**src/hw/lfp_consts.svh**
```systemverilog
`ifndef LFP_CONSTS_SVH
`define LFP_CONSTS_SVH

// Flash word address width
`define LFP_ADDR_W 14
// Register byte offsets
`define LFP_OFF_LOCK 8'h00
`define LFP_OFF_FUSE 8'h04
`define LFP_OFF_NV 8'h08
`define LFP_OFF_CMD 8'h0c
`define LFP_OFF_STAT 8'h10
// Reset images: all locks erased, fuse factory image
`define LFP_LOCK_RST 6'h3f
`define LFP_FUSE_RST 13'h13f2
// Command word fields
`define LFP_CMD_OP_MSB 2
`define LFP_CMD_IF_LSB 4
`define LFP_CMD_IF_MSB 5
`define LFP_CMD_DAT_LSB 16
`define LFP_CMD_DAT_MSB 28
// Field position of the fuse image in the nonvolatile readback word
`define LFP_NV_FUSE_LSB 16
// Chip erase length in clock cycles
`define LFP_ERASE_CYCLES 16

`endif

```
**src/hw/lfp_pkg.sv**
```systemverilog
`include "lfp_consts.svh"

package lfp_pkg;
  // Lock bits, 1 = unprogrammed
  typedef struct packed {
    logic bootGuardHigh;
    logic bootGuardLow;
    logic appGuardHigh;
    logic appGuardLow;
    logic basicLockHigh;
    logic basicLockLow;
  } lfp_lock_type;

  // Fuse bits, 1 = unprogrammed
  typedef struct packed {
    logic debugEnableFuse;
    logic scanPortEnableFuse;
    logic serialDownloadEnableFuse;
    logic eepromRetainFuse;
    logic [1:0] bootSizeSelect;
    logic bootResetSelect;
    logic brownoutLevelFuse;
    logic brownoutEnableFuse;
    logic [3:0] clockSourceSelect;
  } lfp_fuse_type;

  // CPU program memory access
  typedef struct packed {
    logic inBoot;
    logic store;
    logic read;
    logic [`LFP_ADDR_W-1:0] addr;
  } lfp_cpu_req_type;

  // Decoded static configuration
  typedef struct packed {
    logic debugOn;
    logic scanPortOn;
    logic serialDownloadOn;
    logic brownoutOn;
    logic brownoutLevel;
    logic [3:0] clockSource;
    logic [`LFP_ADDR_W-1:0] resetVector;
  } lfp_cfg_type;

  typedef enum logic [2:0] {
    OP_NOP = 3'b000,
    OP_LOCK = 3'b001,
    OP_FUSE_HIGH = 3'b010,
    OP_FUSE_LOW = 3'b011,
    OP_ERASE = 3'b100
  } lfp_op_type;

  typedef enum logic [1:0] {
    IF_PARALLEL = 2'b00,
    IF_SERIAL = 2'b01,
    IF_SCAN = 2'b10
  } lfp_iface_type;

  typedef enum logic [1:0] {
    ST_IDLE = 2'b00,
    ST_ERASE_MEM = 2'b01,
    ST_ERASE_LOCK = 2'b10
  } lfp_state_type;
endpackage : lfp_pkg

```
**src/hw/lfp_decode.sv**
```systemverilog
// Contract
// - Six lock bits, 1 unprogrammed, 0 programmed
// - Only chip erase returns locks to 1
// - Mode 1: no programming restrictions
// - Mode 2: no memory writes, fuses locked; scan interface can still write fuses here
// - Mode 3: no writes or verify reads
// - App guard low blocks stores to application
// - App guard high blocks boot reads of application
// - App guard high, boot vectors: mask application interrupts
// - Boot guard low blocks stores to boot
// - Boot guard high blocks application reads of boot
// - Boot guard high, app vectors: mask boot interrupts
// - Thirteen fuses in high and low groups
// - Serial cannot reach serial-download fuse
// - Debug needs debug and scan fuses programmed
// - Scan fuse enables test port, default 0
// - Serial-download fuse 0 enables serial download
// - Retain fuse keeps EEPROM through chip erase
// - Retain fuse unprogrammable while any lock programmed
// - Boot reset fuse picks boot start vector
// - Brown-out enable and level fuses, default 1
// - Four clock-select fuses, default 0010
// - Chip erase leaves fuses unchanged
`timescale 1ns/1ps
`include "lfp_consts.svh"

module lfp_decode import lfp_pkg::*; #(
  parameter int BOOT_MIN_WORDS = 256,
  parameter int ERASE_CYCLES = `LFP_ERASE_CYCLES
) (
  // Clock, reset, enable
  input wire logic clk,
  input wire logic reset,
  input wire logic ce,
  // Device reset that keeps the nonvolatile cells
  input wire logic reloadReq,
  // Wishbone slave
  input wire logic cyc_i,
  input wire logic stb_i,
  input wire logic we_i,
  input wire logic [7:0] adr_i,
  input wire logic [3:0] sel_i,
  input wire logic [31:0] dat_i,
  output logic [31:0] dat_o,
  output logic ack_o,
  // CPU side
  input wire lfp_cpu_req_type cpuReq,
  input wire logic vectorsInBoot,
  output logic storeDeny,
  output logic readDeny,
  output logic irqMask,
  // Programming interface permissions
  output logic memWriteOk,
  output logic memVerifyOk,
  output logic fuseLockSerPar,
  output logic memEraseReq,
  output logic eepromEraseReq,
  // Static configuration
  output lfp_cfg_type cfg
);

  localparam int AW = `LFP_ADDR_W;
  localparam logic [AW:0] FLASH_WORDS = (AW + 1)'(1) << AW;

  lfp_lock_type nvLock_reg;
  lfp_fuse_type nvFuse_reg;
  lfp_lock_type liveLock_reg;
  lfp_fuse_type liveFuse_reg;
  logic sampled_reg;
  lfp_state_type state_reg;
  logic [15:0] eraseCnt_reg;
  logic eraseKeepsEe_reg;
  logic refused_reg;
  logic ackReg;
  logic [31:0] rdData_next;
  logic reqTake;
  logic cmdTake;
  lfp_op_type cmdOp;
  lfp_iface_type cmdIf;
  logic [12:0] cmdData;
  logic busy;
  logic anyLockProg;
  lfp_fuse_type fuseHigh_next;
  logic fuseHighRefused;
  logic [AW-1:0] bootStart;
  logic tgtBoot;

  // Boot section start from boot size: 11 is the smallest section
  function automatic logic [AW-1:0] bootStartOf(input logic [1:0] sz);
    logic [AW:0] words;
    words = (AW + 1)'(BOOT_MIN_WORDS) << (2'd3 - sz);
    return AW'(FLASH_WORDS - words);
  endfunction : bootStartOf

  //--------------------------------------------------------------
  // Wishbone slave
  //--------------------------------------------------------------

  // New request is taken on the edge at which ack rises
  assign reqTake = cyc_i && stb_i && !ackReg;
  assign cmdTake = reqTake && we_i && (sel_i == 4'hf) && (adr_i == `LFP_OFF_CMD);
  assign cmdOp = lfp_op_type'(dat_i[`LFP_CMD_OP_MSB:0]);
  assign cmdIf = lfp_iface_type'(dat_i[`LFP_CMD_IF_MSB:`LFP_CMD_IF_LSB]);
  assign cmdData = dat_i[`LFP_CMD_DAT_MSB:`LFP_CMD_DAT_LSB];
  assign busy = (state_reg != ST_IDLE);

  // Ack answers every access one cycle later, unmapped ones too
  always_ff @(posedge clk) begin
    if (reset) begin
      ackReg <= 1'b0;
    end else if (ce) begin
      ackReg <= reqTake;
    end
  end
  assign ack_o = ackReg;

  // Read mux; unmapped and write-only offsets read as zero
  always_comb begin
    rdData_next = 32'h0;
    if (adr_i == `LFP_OFF_LOCK) begin
      rdData_next[5:0] = liveLock_reg;
    end else if (adr_i == `LFP_OFF_FUSE) begin
      rdData_next[12:0] = liveFuse_reg;
    end else if (adr_i == `LFP_OFF_NV) begin
      rdData_next[5:0] = nvLock_reg;
      rdData_next[`LFP_NV_FUSE_LSB +: 13] = nvFuse_reg;
    end else if (adr_i == `LFP_OFF_STAT) begin
      rdData_next[0] = busy;
      rdData_next[1] = refused_reg;
      rdData_next[2] = sampled_reg;
    end
  end

  always_ff @(posedge clk) begin
    if (reset) begin
      dat_o <= 32'h0;
    end else if (ce && reqTake) begin
      dat_o <= we_i ? 32'h0 : rdData_next;
    end
  end

  //--------------------------------------------------------------
  // Nonvolatile cells and programming commands
  //--------------------------------------------------------------

  assign anyLockProg = (nvLock_reg != `LFP_LOCK_RST);

  // High fuse group write: serial cannot touch serial-download fuse
  always_comb begin
    fuseHigh_next = nvFuse_reg;
    fuseHighRefused = 1'b0;
    {fuseHigh_next.debugEnableFuse, fuseHigh_next.scanPortEnableFuse,
     fuseHigh_next.serialDownloadEnableFuse, fuseHigh_next.eepromRetainFuse,
     fuseHigh_next.bootSizeSelect, fuseHigh_next.bootResetSelect} = cmdData[6:0];
    if (cmdIf == IF_SERIAL) begin
      fuseHigh_next.serialDownloadEnableFuse = nvFuse_reg.serialDownloadEnableFuse;
    end
    if (!fuseHigh_next.eepromRetainFuse && nvFuse_reg.eepromRetainFuse && anyLockProg) begin
      fuseHigh_next.eepromRetainFuse = 1'b1;
      fuseHighRefused = 1'b1;
    end
  end

  // Lock cells: programming only clears bits, erase only sets them
  always_ff @(posedge clk) begin
    if (reset) begin
      nvLock_reg <= `LFP_LOCK_RST;
    end else if (ce) begin
      if (cmdTake && !busy && cmdOp == OP_LOCK) begin
        nvLock_reg <= nvLock_reg & lfp_lock_type'(cmdData[5:0]);
      end else if (state_reg == ST_ERASE_LOCK) begin
        nvLock_reg <= `LFP_LOCK_RST;
      end
    end
  end

  // Fuse cells; scan port is never fuse-locked, erase never touches them
  always_ff @(posedge clk) begin
    if (reset) begin
      nvFuse_reg <= `LFP_FUSE_RST;
    end else if (ce && cmdTake && !busy) begin
      if (!nvLock_reg.basicLockLow && cmdIf != IF_SCAN) begin
        nvFuse_reg <= nvFuse_reg;
      end else if (cmdOp == OP_FUSE_HIGH) begin
        nvFuse_reg <= fuseHigh_next;
      end else if (cmdOp == OP_FUSE_LOW) begin
        {nvFuse_reg.brownoutLevelFuse, nvFuse_reg.brownoutEnableFuse,
         nvFuse_reg.clockSourceSelect} <= cmdData[5:0];
      end
    end
  end

  // Refused flag tells software whether the last command was dropped
  always_ff @(posedge clk) begin
    if (reset) begin
      refused_reg <= 1'b0;
    end else if (ce && cmdTake) begin
      if (busy) begin
        refused_reg <= 1'b1;
      end else if (cmdOp == OP_FUSE_HIGH || cmdOp == OP_FUSE_LOW) begin
        refused_reg <= (!nvLock_reg.basicLockLow && cmdIf != IF_SCAN)
                       || (cmdOp == OP_FUSE_HIGH && fuseHighRefused);
      end else begin
        refused_reg <= 1'b0;
      end
    end
  end

  //--------------------------------------------------------------
  // Chip erase sequence
  //--------------------------------------------------------------

  // Memory goes first; locks only clear once it is fully erased
  always_ff @(posedge clk) begin
    if (reset) begin
      state_reg <= ST_IDLE;
      eraseCnt_reg <= 16'h0;
      eraseKeepsEe_reg <= 1'b0;
    end else if (ce) begin
      case (state_reg)
        ST_IDLE: begin
          if (cmdTake && cmdOp == OP_ERASE) begin
            state_reg <= ST_ERASE_MEM;
            eraseCnt_reg <= 16'(ERASE_CYCLES - 1);
            eraseKeepsEe_reg <= !nvFuse_reg.eepromRetainFuse;
          end
        end
        ST_ERASE_MEM: begin
          if (eraseCnt_reg == 16'h0) begin
            state_reg <= ST_ERASE_LOCK;
          end else begin
            eraseCnt_reg <= eraseCnt_reg - 16'h1;
          end
        end
        ST_ERASE_LOCK: begin
          state_reg <= ST_IDLE;
        end
        default: begin
          state_reg <= ST_IDLE;
        end
      endcase
    end
  end

  // Erase strobes to the memory arrays
  always_ff @(posedge clk) begin
    if (reset) begin
      memEraseReq <= 1'b0;
      eepromEraseReq <= 1'b0;
    end else if (ce) begin
      memEraseReq <= (state_reg == ST_ERASE_MEM);
      eepromEraseReq <= (state_reg == ST_ERASE_MEM) && !eraseKeepsEe_reg;
    end
  end

  // Programming permissions follow the cells one cycle later, not the copy
  always_ff @(posedge clk) begin
    if (reset) begin
      memWriteOk <= 1'b1;
      memVerifyOk <= 1'b1;
      fuseLockSerPar <= 1'b0;
    end else if (ce) begin
      memWriteOk <= nvLock_reg.basicLockLow;
      memVerifyOk <= nvLock_reg.basicLockHigh;
      fuseLockSerPar <= !nvLock_reg.basicLockLow;
    end
  end

  //--------------------------------------------------------------
  // Reset sampling of live copies
  //--------------------------------------------------------------

  // Live copy loads after reset release and on each device reset, so
  // new fuse or guard values only reach cfg and the CPU verdicts after the next reset
  always_ff @(posedge clk) begin
    if (reset) begin
      sampled_reg <= 1'b0;
      liveLock_reg <= `LFP_LOCK_RST;
      liveFuse_reg <= `LFP_FUSE_RST;
    end else if (ce && (!sampled_reg || reloadReq)) begin
      sampled_reg <= 1'b1;
      liveLock_reg <= nvLock_reg;
      liveFuse_reg <= nvFuse_reg;
    end
  end

  //--------------------------------------------------------------
  // Static configuration decode
  //--------------------------------------------------------------

  assign bootStart = bootStartOf(liveFuse_reg.bootSizeSelect);

  always_ff @(posedge clk) begin
    if (reset) begin
      cfg <= '0;
    end else if (ce) begin
      cfg.debugOn <= !liveFuse_reg.debugEnableFuse && !liveFuse_reg.scanPortEnableFuse;
      cfg.scanPortOn <= !liveFuse_reg.scanPortEnableFuse;
      cfg.serialDownloadOn <= !liveFuse_reg.serialDownloadEnableFuse;
      cfg.brownoutOn <= !liveFuse_reg.brownoutEnableFuse;
      cfg.brownoutLevel <= liveFuse_reg.brownoutLevelFuse;
      cfg.clockSource <= liveFuse_reg.clockSourceSelect;
      cfg.resetVector <= liveFuse_reg.bootResetSelect ? '0 : bootStart;
    end
  end

  //--------------------------------------------------------------
  // CPU store and read guards
  //--------------------------------------------------------------

  assign tgtBoot = (cpuReq.addr >= bootStart);

  // Verdicts lag the request by one cycle; the fetch stage must wait
  always_ff @(posedge clk) begin
    if (reset) begin
      storeDeny <= 1'b0;
      readDeny <= 1'b0;
      irqMask <= 1'b0;
    end else if (ce) begin
      storeDeny <= cpuReq.store && (tgtBoot ? !liveLock_reg.bootGuardLow
                                            : !liveLock_reg.appGuardLow);
      readDeny <= cpuReq.read
        && ((cpuReq.inBoot && !tgtBoot && !liveLock_reg.appGuardHigh)
        || (!cpuReq.inBoot && tgtBoot && !liveLock_reg.bootGuardHigh));
      irqMask <= (vectorsInBoot && !cpuReq.inBoot && !liveLock_reg.appGuardHigh)
        || (!vectorsInBoot && cpuReq.inBoot && !liveLock_reg.bootGuardHigh);
    end
  end
endmodule : lfp_decode

```
**config.mk**
```make
export PLATFORM = sky130hd
export DESIGN_NAME = lfp_decode
export DESIGN_NICKNAME = d
export VERILOG_FILES = /design/src/hw/lfp_pkg.sv /design/src/hw/lfp_decode.sv
export VERILOG_INCLUDE_DIRS = /design/src /design/src/hw
export SDC_FILE = /design/constraint.sdc
export NUM_CORES = 1
export LEC_CHECK = 0
export ABC_AREA = 1
export BUFFER_PORTS_ARGS = -buffer_cell sky130_fd_sc_hd__buf_2
export CAP_MARGIN = 20
export CORE_AREA = 2 2 92 116
export CTS_CLUSTER_DIAMETER = 50
export CTS_CLUSTER_SIZE = 25
export DETAILED_ROUTE_END_ITERATION = 8
export DIE_AREA = 0 0 94 118
export MAX_ROUTING_LAYER = met4
export PLACE_DENSITY = 0.79
export SYNTH_ARGS = -nofsm -noshare
export SYNTH_HDL_FRONTEND = slang
export SYNTH_SLANG_ARGS = --single-unit
```
**constraint.sdc**
```tcl
create_clock -name clk -period 2.63 [get_ports clk]
set_input_delay 0.526 -clock clk [delete_from_list [all_inputs] [get_ports clk]]
set_output_delay 0.526 -clock clk [all_outputs]
set_load 0.05 [all_outputs]
```
== After elaboration in Yosys (flattened, before gate mapping) ==
Cells that the tools add are included.
Word-level totals
  bits in registers: 123
  bits of input ports: 69
  output and inout bits: 64
  word-level logic and storage cells: 167
Operators by class
  add/sub/neg operators: 3
  magnitude comparators: 1
  equal/unequal tests: 17
  shift operators: 1
  multiplexer cells: 25
  bitwise gates (word level): 4
  reductions and logical operators: 64
Operator list (count)
  $mux W13: 3
  $mux W16: 2
  $pmux W16 S2: 1
  $mux W29: 1
  $logic_and A1 B1 Y1: 28
  $mux W6: 4
  $logic_not A1 Y1: 18
  $eq A8 B4 Y1 const B: 2
  $logic_not A16 Y1: 1
  $sub A16 B1 Y16 const B: 1
  $ge A14 B14 Y1: 1
  $mux W14: 1
  $mux W7: 2
  $shl A9 B2 Y14 const A: 1
  $sub A1 B14 Y14 const A: 1
  $reduce_and A4 Y1: 3
  $mux W3: 3
  $reduce_and A3 Y1: 3
  $eq A8 B3 Y1 const B: 1
  $eq A8 B5 Y1 const B: 1
  $logic_not A8 Y1: 1
  $ne A2 B2 Y1 const B: 4
  $and A6 B6 Y6: 1
  $eq A3 B2 Y1 const B: 2
  15 further kinds: 29

== Longest topological paths before layout ==
Gate-level depths: netlist (run 1).
  depth in word-level cells: 9
  mapped depth: 13
  gate-level depth less buffers: 13

== Least setup slack after synthesis (run 1) ==
OpenSTA, ideal clock, no wires.
  path type: register to register
  start point: reg liveFuse_reg[8] in the netlist's numbering
  end point: reg readDeny
  setup time: 0.132 ns
  data arrival time: 1.848 ns
  required time: 2.498 ns
  slack: 0.649 ns
  stages on the path, launching flop included: 14
  buffers on the path: 0
  clock period less this slack: 1.981 ns
  path through: dfxtp_1 inv_1 or2_2 ha_1 nand2_1 inv_1 ha_1 nand2_1 nor2_1 nand4_1 nand3_1 nand2_1 nand3_1 a21oi_1
Between the ends
  cells in the longest elaborated chain, start to end: 9
  elaborated cells on any way between the ends: 11
  those cells by class: add/sub (2); order compare (1); shift (1); reduce/logical (7)
Ends and longest elaborated chain
  from (decl): line lfp_decode.sv:68  | lfp_fuse_type liveFuse_reg;
  from (signal assigned): line lfp_decode.sv:279  | liveFuse_reg <= `LFP_FUSE_RST;
  from (signal assigned): line lfp_decode.sv:283  | liveFuse_reg <= nvFuse_reg;
  $sub A2 B2 Y2 *: line lfp_decode.sv:91  | words = (AW + 1)'(BOOT_MIN_WORDS) << (2'd3 - sz);
  $shl A9 B2 Y14 *: line lfp_decode.sv:91
  $sub A1 B14 Y14 *: line lfp_decode.sv:92  | return AW'(FLASH_WORDS - words);
  $ge A14 B14 Y1 *: line lfp_decode.sv:311  | assign tgtBoot = (cpuReq.addr >= bootStart);
  $logic_not A1 Y1: line lfp_decode.sv:323  | && ((cpuReq.inBoot && !tgtBoot && !liveLock_reg.appGuardHigh)
  $logic_and A1 B1 Y1 (2 in series): line lfp_decode.sv:323
  $logic_or A1 B1 Y1 *: line lfp_decode.sv:324  | || (!cpuReq.inBoot && tgtBoot && !liveLock_reg.bootGuardHigh));
  $logic_and A1 B1 Y1 *: line lfp_decode.sv:323
  to (signal assigned): line lfp_decode.sv:322  | readDeny <= cpuReq.read
  to (decl): line lfp_decode.sv:50  | output logic readDeny,
Every way passes the cells marked *; elsewhere a longest branch is shown, timed or not.
A chain may end at the register's enable or synchronous reset.

== Worst setup path in the final report (run 1) ==
  start point: reg liveFuse_reg[8] in the netlist's numbering
  end point: reg storeDeny
Between the ends
  cells in the longest elaborated chain, start to end: 6
Ends and longest elaborated chain
  $sub A2 B2 Y2: line lfp_decode.sv:91
  $shl A9 B2 Y14: line lfp_decode.sv:91
  $sub A1 B14 Y14: line lfp_decode.sv:92
  $ge A14 B14 Y1: line lfp_decode.sv:311
  $mux W1: line lfp_decode.sv:320  | storeDeny <= cpuReq.store && (tgtBoot ? !liveLock_reg.bootGuardLow
  $logic_and A1 B1 Y1: line lfp_decode.sv:320
  to (signal assigned): line lfp_decode.sv:320
  to (decl): line lfp_decode.sv:49  | output logic storeDeny,
No other way between the ends.

==> impl_metrics.csv, run 1 <==
group,metric,value,unit
sta,slew_headroom,0.532,
min_path,hold_class,"in2reg",
layout,drive_above_1_share,0.174,
layout,nets,912,
logic_synthesis,yosys-top-cells-count,"nand2_1, dfxtp_1, a21oi_1",
layout,largest_reg_flops,26,
routing,drtPass1Iterations,5,
setup_path,end_kind,"flop",
logic_synthesis,ys_warn_count,0,
sta,skew,0.0102,ns
sta,hold_violations,0,
logic_synthesis,synthFlopType,"dfxtp_1",
setup_path,crit_path_top_delay_cell,"dfxtp_1",
routing,wl_per_cell,13.5,µm
setup_path,cp-start-kind,"flop",
sta,worst_pin_slew,0.702,ns
die,rows,41,
routing,ant_nets,0,
routing,drtIter0Drc,268,
die,die_y,118,µm
clock_tree,cts_htree_levels,3,
die,start_util,0.520,
sta,setup_violations,0,
setup_path,crit_arrival,2.45,ns
run,cap_violations,0,
sta,rsz0062_at_grt,"false",
routing,met2_wirelength,6310,µm
die,die_area,11100,µm²
routing,via_per_inst,5.24,
setup_path,crit_family,"simple AND/OR/NAND/NOR gates",
sta,setup_tns,0,ns
layout,fin_util,0.603,
clock_tree,cts_buffers,9,
setup_path,criticalPathCategory,"reg2reg",
logic_synthesis,synth_seq_cells,109,
global_route,antenna_found_initial,0,
min_path,min-delay-start,"dat_i[22]",
global_route,track_usage,0.250,
global_route,grt_pass1_wl,21700,µm
power_and_ir_drop,power,3.47,mW
routing,top_layer_used,"met4",
setup_path,path_cells,"inv_1 -> or2_2 -> ha_1 -> nand2_1 -> inv_1 -> ha_1 -> nand2_1 -> nor2_1 -> nand4_1 -> nand3_1 -> nand2_1 -> nand3_1 -> a21oi_1",
setup_path,cp_slowest_stage_delay,0.43,ns
global_route,grt_overflow,0,
routing,wl_met1,5670,µm
clock_tree,cts-root-buf,"clkbuf_16",
clock_tree,cts_resized,0,
clock_tree,clkTransAtPathRegs,0.07,ns
logic_synthesis,synth_most_common_cell,"nand2_1",
die,core_area,10000,µm²
die,fp.dieW,94,µm
placement,hpwl,9520,µm
setup_path,crit_fanout,7,
routing,drc,0,
setup_path,required,2.83,ns
power_and_ir_drop,p_leak,2.88,nW
sta,drv_slew,0,
logic_synthesis,synth_top_area_share,0.419,
clock_tree,cts_hold_buf,0,
clock_tree,clock-sinks,109,
sta,max_freq,445,MHz
clock_tree,cts_buffer_depth,2,
placement,gp_congestion,0.949,
routing,dr_wl_met3,606,µm
die,io_pins,133,
global_route,grt_pass1_vias,4630,
clock_tree,clkLatencyLatePin,0.35,ns
layout,diodes,0,
logic_synthesis,yosysTopAreaCell,"dfxtp_1",
status,outcome,"completed",
placement,io_buffers,92,
logic_synthesis,async_flop_share,0,
logic_synthesis,netlist_top_cells_area,"dfxtp_1, nand2_1, a21oi_1",
routing,wl,13100,µm
logic_synthesis,synth-seq-area-share,0.419,
global_route,grt_start_max_net_pins,66,
logic_synthesis,synth.distinct_cells,34,
sta,fin_crit,2.25,ns
setup_path,r2r_start,"liveFuse_reg[8]$_SDFFE_PP1P_",
logic_synthesis,netlist_area,5200,µm²
logic_synthesis,syn_inst,749,
setup_path,reg2reg_slack,0.38,ns
setup_path,critPathLaunch,"liveFuse_reg[8]$_SDFFE_PP1P_",
power_and_ir_drop,power-per-cell-area,576,nW/µm²
logic_synthesis,syn_area_per_cell,6.95,µm²
setup_path,crit_top_cell,"nand2_1",
power_and_ir_drop,vdd_drop_max,376,µV
sta,period_share,0.854,
setup_path,path_buf_inv,2,
clock_tree,cts_tree,"done",
layout,syn_to_final_growth,15.8,%
routing,num_vias,5078,
clock_tree,cts_setup_buffers,0,
logic_synthesis,synth_edf_count,0,
## power by group
| group | total (mW) | internal, mW | switching [mW] |
|---|---|---|---|
| Clock | 1.42 | 0.834 | 0.581 |
| Sequential | 1.71 | 1.69 | 0.0239 |
| Combinational | 0.346 | 0.0912 | 0.255 |
## cells in the final DEF, fill, tap and decap left out, types with 2 or more instances in the layout
master	instances
a21oi_1	82
buf_2	92
buf_4	10
bufinv_16	2
clkbuf_1	3
clkbuf_16	9
conb_1	16
dfxtp_1	109
ha_1	8
inv_1	60
inv_2	5
nand2_1	207
nand2_2	5
nand3_1	73
nand3_2	2
nand3_4	2
nand4_1	14
nor2_1	74
nor2_2	7
nor2_4	3
nor3_1	3
o211ai_1	6
o21ai_0	28
o21bai_1	3
or2_2	4
xnor2_1	2
## cells by family (layout without fill, tap and decap cells)
logic type	after synthesis	after routing	share of synthesized area
AND/OR/NAND/NOR	398	398	0.338
AO/OA/AOI/OAI	123	123	0.125
flip-flops	109	109	0.419
buffers and inverters	107	183	0.0926
adder cells (fa/ha/maj)	8	8	0.0192
XOR/XNOR	3	3	0.00505
other	1	16	0.000721
## metal layers
metal | GRT usage | vias up
met2 | 0.399 | 151
li1 | - | 2574
met4 | 0.113 | 0
met5 | - | -
met1 | 0.309 | 2320
met3 | 0.0423 | 33
## layout make-up
class	count	area (µm²)
well taps	129	161
clock inverters	4	72.6
inverters	65	244
clock buffers	12	236
flip-flops and latches	109	2180
repair buffers	102	536
fillers	964	3980
multi-input cells	548	2590
## through the flow
step / area [µm²] / cells / worst slack, ns / hold slack (ns)
finish: 6030 / 969 / 0.383 / 0.394
global placement: 5720 / 953 / 0.469 / 0.448
detailed placement: 5720 / 953 / 0.423 / 0.445
floorplan: 5260 / 764 / 0.649 / 0.432
CTS: 6030 / 969 / 0.384 / 0.387
global route: 6030 / 969 / 0.141 / 0.397
## worst min-delay path: stages
cell and delay [ns]:
buf_2 0.08, nand2_1 0.04, nand3_1 0.05
## path summary, 6_finish.rpt
| path | depth (start not counted) | endpoint |
|---|---|---|
| setup / recovery | 13 | storeDeny$_SDFFE_PP0P_ |
| hold / removal | 3 | nvFuse_reg[12]$_SDFFE_PP1P_ |
| setup reg to reg | 13 | storeDeny$_SDFFE_PP0P_ |
| hold reg to reg | 2 | memEraseReq$_SDFFE_PP0P_ |
(Power assumes the default switching activity.)
==> run 2: changes to the inputs <==
==> constraint.sdc (replaced) <==
create_clock -name clk -period 2.15 [get_ports clk]
set_input_delay 0.43 -clock clk [delete_from_list [all_inputs] [get_ports clk]]
set_output_delay 0.43 -clock clk [all_outputs]
set_load 0.05 [all_outputs]
==> run 2 against run 1 <==
Utilization up 0.33 points. Worst hold slack worse by 0.11 ns. Maximum frequency up 12%. Critical path depth unchanged. Critical endpoint unchanged. Final area up 0.54%.
==> impl_metrics.csv, run 2 (synthesized netlist as in run 1, its figures left out) <==
group,metric,value,unit
sta,max_freq,499,MHz
sta,period_share,0.932,
power_and_ir_drop,power-per-cell-area,710,nW/µm²
global_route,grt_pass1_wl,21700,µm
setup_path,crit_path_top_delay_cell,"dfxtp_2",
routing,wl_per_cell,13.4,µm
setup_path,crit_path_end,"storeDeny$_SDFFE_PP0P_",
layout,diodes,0,
die,rows,41,
layout,layout_commonest_cell,"nand2_1",
layout,fillers,978,
setup_path,crit_family,"simple AND/OR/NAND/NOR gates",
layout,seq_area,2180,µm²
routing,num_vias,5052,
sta,setup_violations,0,
global_route,grt_pass1_vias,4528,
power_and_ir_drop,vdd_drop_max,519,µV
die,start_util,0.520,
routing,via_per_inst,5.20,
setup_path,cp_slowest_stage_delay,0.33,ns
setup_path,required,2.35,ns
setup_path,r2r_start,"liveFuse_reg[8]$_SDFFE_PP1P_",
layout,largest_reg_flops,26,
clock_tree,cts_tree,"done",
clock_tree,clock-sinks,109,
setup_path,crit_fanout,3,
setup_path,critPathLaunch,"liveFuse_reg[8]$_SDFFE_PP1P_",
global_route,antenna_found_initial,0,
run,cap_violations,0,
setup_path,criticalPathCategory,"reg2reg",
routing,ant_nets,0,
layout,nets,914,
routing,wl,13000,µm
routing,drtPass1Iterations,7,
placement,hpwl,9310,µm
global_route,grt_overflow,0,
setup_path,crit_cells,13,
power_and_ir_drop,power,4.30,mW
setup_path,path_cells,"inv_2 -> or2_2 -> ha_1 -> nand2_1 -> inv_1 -> ha_1 -> nand2_2 -> nor2_2 -> nand4_1 -> nand3_1 -> nand2_1 -> nand3_1 -> a21oi_1",
layout,mostFrequentLayoutCells,"nand2_1, dfxtp_1, buf_2, a21oi_1",
placement,dp_cells,955,
setup_path,rr_worst_depth,13,
setup_path,cp-start-kind,"flop",
sta,worst_pin_slew,0.703,ns
min_path,hold_class,"in2reg",
clock_tree,cts_buffer_depth,2,
sta,drv_slew,0,
layout,final_cells,971,
clock_tree,cts-root-buf,"clkbuf_16",
layout,drive_above_1_share,0.184,
setup_path,crit_arrival,2.21,ns
clock_tree,clkTransAtPathRegs,0.07,ns
routing,drtIter0Drc,318,
die,die_y,118,µm
setup_path,end_kind,"flop",
clock_tree,cts_setup_buffers,0,
die,core_area,10000,µm²
sta,fin_crit,2.00,ns
setup_path,reg2reg_slack,0.15,ns
clock_tree,clkLatencyLatePin,0.35,ns
sta,slew_headroom,0.532,
setup_path,r2r-end,"storeDeny$_SDFFE_PP0P_",
layout,syn_to_final_growth,16.5,%
sta,skew,0.00654,ns
sta,setup_tns,0,ns
layout,multi_input_area,2600,µm²
placement,io_buffers,92,
sta,hold_violations,0,
power_and_ir_drop,p_leak,2.89,nW
global_route,grt_start_max_net_pins,66,
global_route,track_usage,0.250,
placement,gp_congestion,0.916,
clock_tree,cts_htree_levels,3,
die,fp.dieW,94,µm
setup_path,path_buf_inv,2,
die,die_area,11100,µm²
die,io_pins,133,
clock_tree,cts_buffers,9,
status,outcome,"completed",
routing,drc,0,
## run 2: per-stage QoR
| step | instance area [µm²] | util | setup WS [ns] | hold WS (ns) |
|---|---|---|---|---|
| 2_1_floorplan | 5260 | - | 0.169 | 0.432 |
| 6_report | 6060 | 0.606 | 0.146 | 0.286 |
| 4_1_cts | 6050 | 0.605 | 0.0830 | 0.289 |
| 3_5_place_dp | 5730 | 0.573 | 0.0887 | 0.453 |
| 5_1_grt | 6060 | 0.606 | -0.00671 | 0.307 |
| 3_3_place_gp | 5730 | 0.573 | 0.139 | 0.447 |
## run 2: timing repair
| action | 4_1_cts | 5_1_grt |
|---|---|---|
| resized for setup | 0 | 4 |
| hold buffers | 0 | 0 |
| endpoints found under the setup margin | 0 | 2 |
## run 2: power breakdown
| part | switching [mW] | internal, mW |
|---|---|---|
| combinational | 0.314 | 0.114 |
| sequential | 0.0279 | 2.06 |
| clock | 0.762 | 1.03 |
| total | 1.10 | 3.20 |
## run 2: worst min path at each step
stage / startpoint / endpoint / slack (ns) / cells after the start
after global routing: dat_i[22] / nvFuse_reg[12]$_SDFFE_PP1P_ / 0.31 / 3
after CTS: dat_i[22] / nvFuse_reg[12]$_SDFFE_PP1P_ / 0.29 / 3
after floorplan: liveFuse_reg[4]$_SDFFE_PP1P_ / cfg[19]$_SDFFE_PP0P_ / 0.43 / 1
after global placement: memVerifyOk$_SDFFE_PP1P_ / memVerifyOk$_SDFFE_PP1P_ / 0.45 / 2
after detailed placement: cfg[13]$_SDFFE_PP0P_ / cfg[13]$_SDFFE_PP0P_ / 0.45 / 2
final: dat_i[22] / nvFuse_reg[12]$_SDFFE_PP1P_ / 0.29 / 3
## run 2: layer usage
| layer | vias to the layer above | routed length (µm) | global-route usage |
|---|---|---|---|
| li1 | 2573 | - | - |
| met1 | 2280 | 5500 | 0.321 |
| met5 | - | 0 | - |
| met3 | 37 | 773 | 0.0416 |
| met4 | 0 | 544 | 0.124 |
| met2 | 162 | 6210 | 0.381 |
## run 2: worst reg2reg max path: stages (launching register included)
cell	delay (ns)
dfxtp_2	0.33
inv_2	0.04
or2_2	0.27
ha_1	0.19
nand2_1	0.07
inv_1	0.04
ha_1	0.28
nand2_2	0.07
nor2_2	0.10
nand4_1	0.15
nand3_1	0.14
nand2_1	0.06
nand3_1	0.06
a21oi_1	0.06
## run 2: layout make-up
type,count,share of cell area
Tap cell,129,0.0266
Clock inverter,7,0.0157
Clock buffer,9,0.0372
Inverter,65,0.0403
Sequential cell,109,0.360
Timing Repair Buffer,104,0.0909
Multi-Input combinational cell,548,0.429
==> run 3: changes to the inputs <==
--- a/config.mk
+++ b/config.mk
@@ -6,16 +6,15 @@
 export SDC_FILE = /design/constraint.sdc
 export NUM_CORES = 1
 export LEC_CHECK = 0
-export ABC_AREA = 1
 export BUFFER_PORTS_ARGS = -buffer_cell sky130_fd_sc_hd__buf_2
 export CAP_MARGIN = 20
-export CORE_AREA = 2 2 92 116
+export CORE_AREA = 2 2 89 113
 export CTS_CLUSTER_DIAMETER = 50
 export CTS_CLUSTER_SIZE = 25
 export DETAILED_ROUTE_END_ITERATION = 8
-export DIE_AREA = 0 0 94 118
+export DIE_AREA = 0 0 91 115
 export MAX_ROUTING_LAYER = met4
-export PLACE_DENSITY = 0.79
+export PLACE_DENSITY = 0.78
 export SYNTH_ARGS = -nofsm -noshare
 export SYNTH_HDL_FRONTEND = slang
 export SYNTH_SLANG_ARGS = --single-unit
==> run 3 against run 2 <==
Maximum frequency fell by 5.6%. Utilization grew 3.3 points. Worst hold slack gained 0.034 ns. Clock power is 7% lower. Sequential share of layout area grew 0.30 points. Flip-flop and latch count did not move. Largest power group unchanged. Via count decreased by 11%. Largest cell class unchanged. Sequential power about the same. Power decreased by 2.8%.
==> impl_metrics.csv, run 3 <==
group,metric,value,unit
logic_synthesis,synth_top_area_share,0.457,
placement,dp_slack,-0.581,ns
setup_path,cp_slowest_stage_delay,0.53,ns
logic_synthesis,synth_seq_cells,109,
placement,dp_cells,780,
placement,gp_congestion,0.860,
power_and_ir_drop,power-per-cell-area,696,nW/µm²
status,outcome,"completed",
layout,largest_reg_flops,26,
die,start_util,0.507,
setup_path,crit_cells,6,
die,rows,40,
setup_path,cp-start-kind,"input pin",
sta,hold_violations,0,
sta,period_share,0.987,
clock_tree,cts_tree,"done",
logic_synthesis,netlist_area,4770,µm²
clock_tree,cts_buffers,9,
layout,layout_commonest_cell,"dfxtp_1",
routing,drtIter0Drc,267,
sta,setup_ws,0.0280,ns
routing,via_per_inst,5.60,
global_route,track_usage,0.256,
routing,ant_nets,0,
global_route,antenna_found_initial,0,
logic_synthesis,async_flop_share,0,
sta,max_freq,471,MHz
sta,setup_tns,0,ns
logic_synthesis,yosysTopAreaCell,"dfxtp_1",
placement,io_buffers,90,
power_and_ir_drop,p_leak,2.66,nW
logic_synthesis,synth_most_common_cell,"dfxtp_1",
sta,fin_crit,2.12,ns
routing,drtPass1Iterations,7,
setup_path,crit_fanout,7,
logic_synthesis,ys_warn_count,0,
layout,multi_input_area,2510,µm²
setup_path,rr_worst_depth,5,
logic_synthesis,synth_edf_count,0,
layout,fillers,797,
sta,worst_pin_slew,0.588,ns
logic_synthesis,synth-seq-area-share,0.457,
placement,hpwl,9260,µm
layout,fin_util,0.639,
clock_tree,clock-sinks,109,
clock_tree,cts-root-buf,"clkbuf_16",
min_path,hold_class,"in2reg",
layout,diodes,0,
sta,hold_ws,0.321,ns
setup_path,reg2reg_slack,0.09,ns
clock_tree,cts_buffer_depth,2,
die,die_area,10500,µm²
global_route,grt_overflow,0,
die,core_area,9410,µm²
setup_path,crit_top_cell,"or4_4",
setup_path,path_cells,"buf_6 -> or4_4 -> or4_4 -> o21a_4 -> or4_1 -> a31oi_1",
setup_path,crit_path_top_delay_cell,"or4_4",
routing,wl_per_cell,16.1,µm
setup_path,critPathLaunch,"adr_i[1]",
power_and_ir_drop,vdd_drop_max,402,µV
setup_path,path_buf_inv,1,
setup_path,crit_arrival,2.40,ns
global_route,grt_pass1_vias,4301,
die,fp.dieW,91,µm
sta,drv_slew,0,
layout,seq_area,2180,µm²
setup_path,crit_family,"simple AND/OR/NAND/NOR gates",
sta,setup_violations,0,
placement,dpl_cell_area,5550,µm²
global_route,grt_start_max_net_pins,30,
layout,final_cell_area,6010,µm²
setup_path,r2r-end,"eraseCnt_reg[3]$_SDFFE_PP0P_",
setup_path,end_kind,"flop",
setup_path,crit_path_end,"eraseCnt_reg[3]$_SDFFE_PP0P_",
routing,num_vias,4478,
setup_path,required,2.43,ns
clock_tree,cts_htree_levels,3,
logic_synthesis,syn_inst,552,
logic_synthesis,netlist_top_cells_area,"dfxtp_1, mux2i_1, nand2_1",
setup_path,criticalPathCategory,"in2reg",
die,io_pins,133,
logic_synthesis,yosys-top-cells-count,"dfxtp_1, nand2_1, nor2_1",
sta,skew,0.00530,ns
clock_tree,clkTransAtPathRegs,0.07,ns
routing,drc,0,
layout,drive_above_1_share,0.257,
logic_synthesis,synthFlopType,"dfxtp_1",
run,cap_violations,0,
min_path,hold_path_depth,3,
setup_path,r2r_start,"ack_o$_SDFFE_PP0P_",
die,die_y,115,µm
min_path,min-delay-start,"dat_i[22]",
layout,final_cells,799,
layout,mostFrequentLayoutCells,"dfxtp_1, buf_2, nand2_1, nor2_1, buf_4",
sta,rsz0062_at_grt,"true",
layout,syn_to_final_growth,25.9,%
clock_tree,clkLatencyLatePin,0.35,ns
layout,nets,745,
sta,slew_headroom,0.608,
power_and_ir_drop,power,4.18,mW
routing,wl,12900,µm
global_route,grt_pass1_wl,20800,µm
logic_synthesis,syn_area_per_cell,8.65,µm²
logic_synthesis,synth.distinct_cells,53,
run 3: how the worst min path moves through the flow:
stage	slack (ns)	endpoint
CTS	0.33	nvFuse_reg[12]$_SDFFE_PP1P_
global route	0.33	nvFuse_reg[12]$_SDFFE_PP1P_
finish	0.32	nvFuse_reg[12]$_SDFFE_PP1P_
floorplan	0.43	liveLock_reg[1]$_SDFFE_PP1P_
global placement	0.43	cfg[13]$_SDFFE_PP0P_
detailed placement	0.44	cfg[11]$_SDFFE_PP0P_
run 3: area by class of cell:
type,count,area share
Multi-Input combinational cell,401,0.417
Sequential cell,109,0.363
Timing Repair Buffer,132,0.133
Clock buffer,12,0.0443
Tap cell,126,0.0262
Inverter,15,0.00937
Clock inverter,4,0.00583
run 3: power breakdown:
part	leakage (nW)	internal [mW]	switching, mW	total, mW
clock network	0.151	0.899	0.774	1.67
logic	1.62	0.138	0.295	0.433
registers	0.884	2.05	0.0261	2.08
run 3: per-layer routing:
metal  global-route usage  vias to the layer above  routed length, µm
met5                    -                        -                  0
met4               0.0909                        0                316
met3               0.0406                       32                700
met2                0.436                      172               6350
met1                0.309                     2097               5500
li1                     -                     2177                  -
run 3: worst reg2reg max path, stage by stage (launching register included):
cell	delay, ns
dfxtp_1	0.34
nand4b_1	0.22
or4_4	0.53
o21a_4	0.25
or4_1	0.48
a31oi_1	0.17
run 3: cells by family after synthesis:
| kind of cell | after synthesis | synth area share |
|---|---|---|
| compound gates | 113 | 0.162 |
| simple gates | 230 | 0.231 |
| buf+inv | 58 | 0.0590 |
| mux | 33 | 0.0695 |
| other cells | 1 | 0.000786 |
| flops | 109 | 0.457 |
| fa+ha+maj | 8 | 0.0210 |
run 3: repair_timing:
action / CTS / global route
cloned: 1 / 0
resized for setup: 13 / 12
hold buffers: 0 / 0
pin swaps: 3 / 5
setup buffers: 2 / 0
endpoints found under the setup margin: 12 / 13
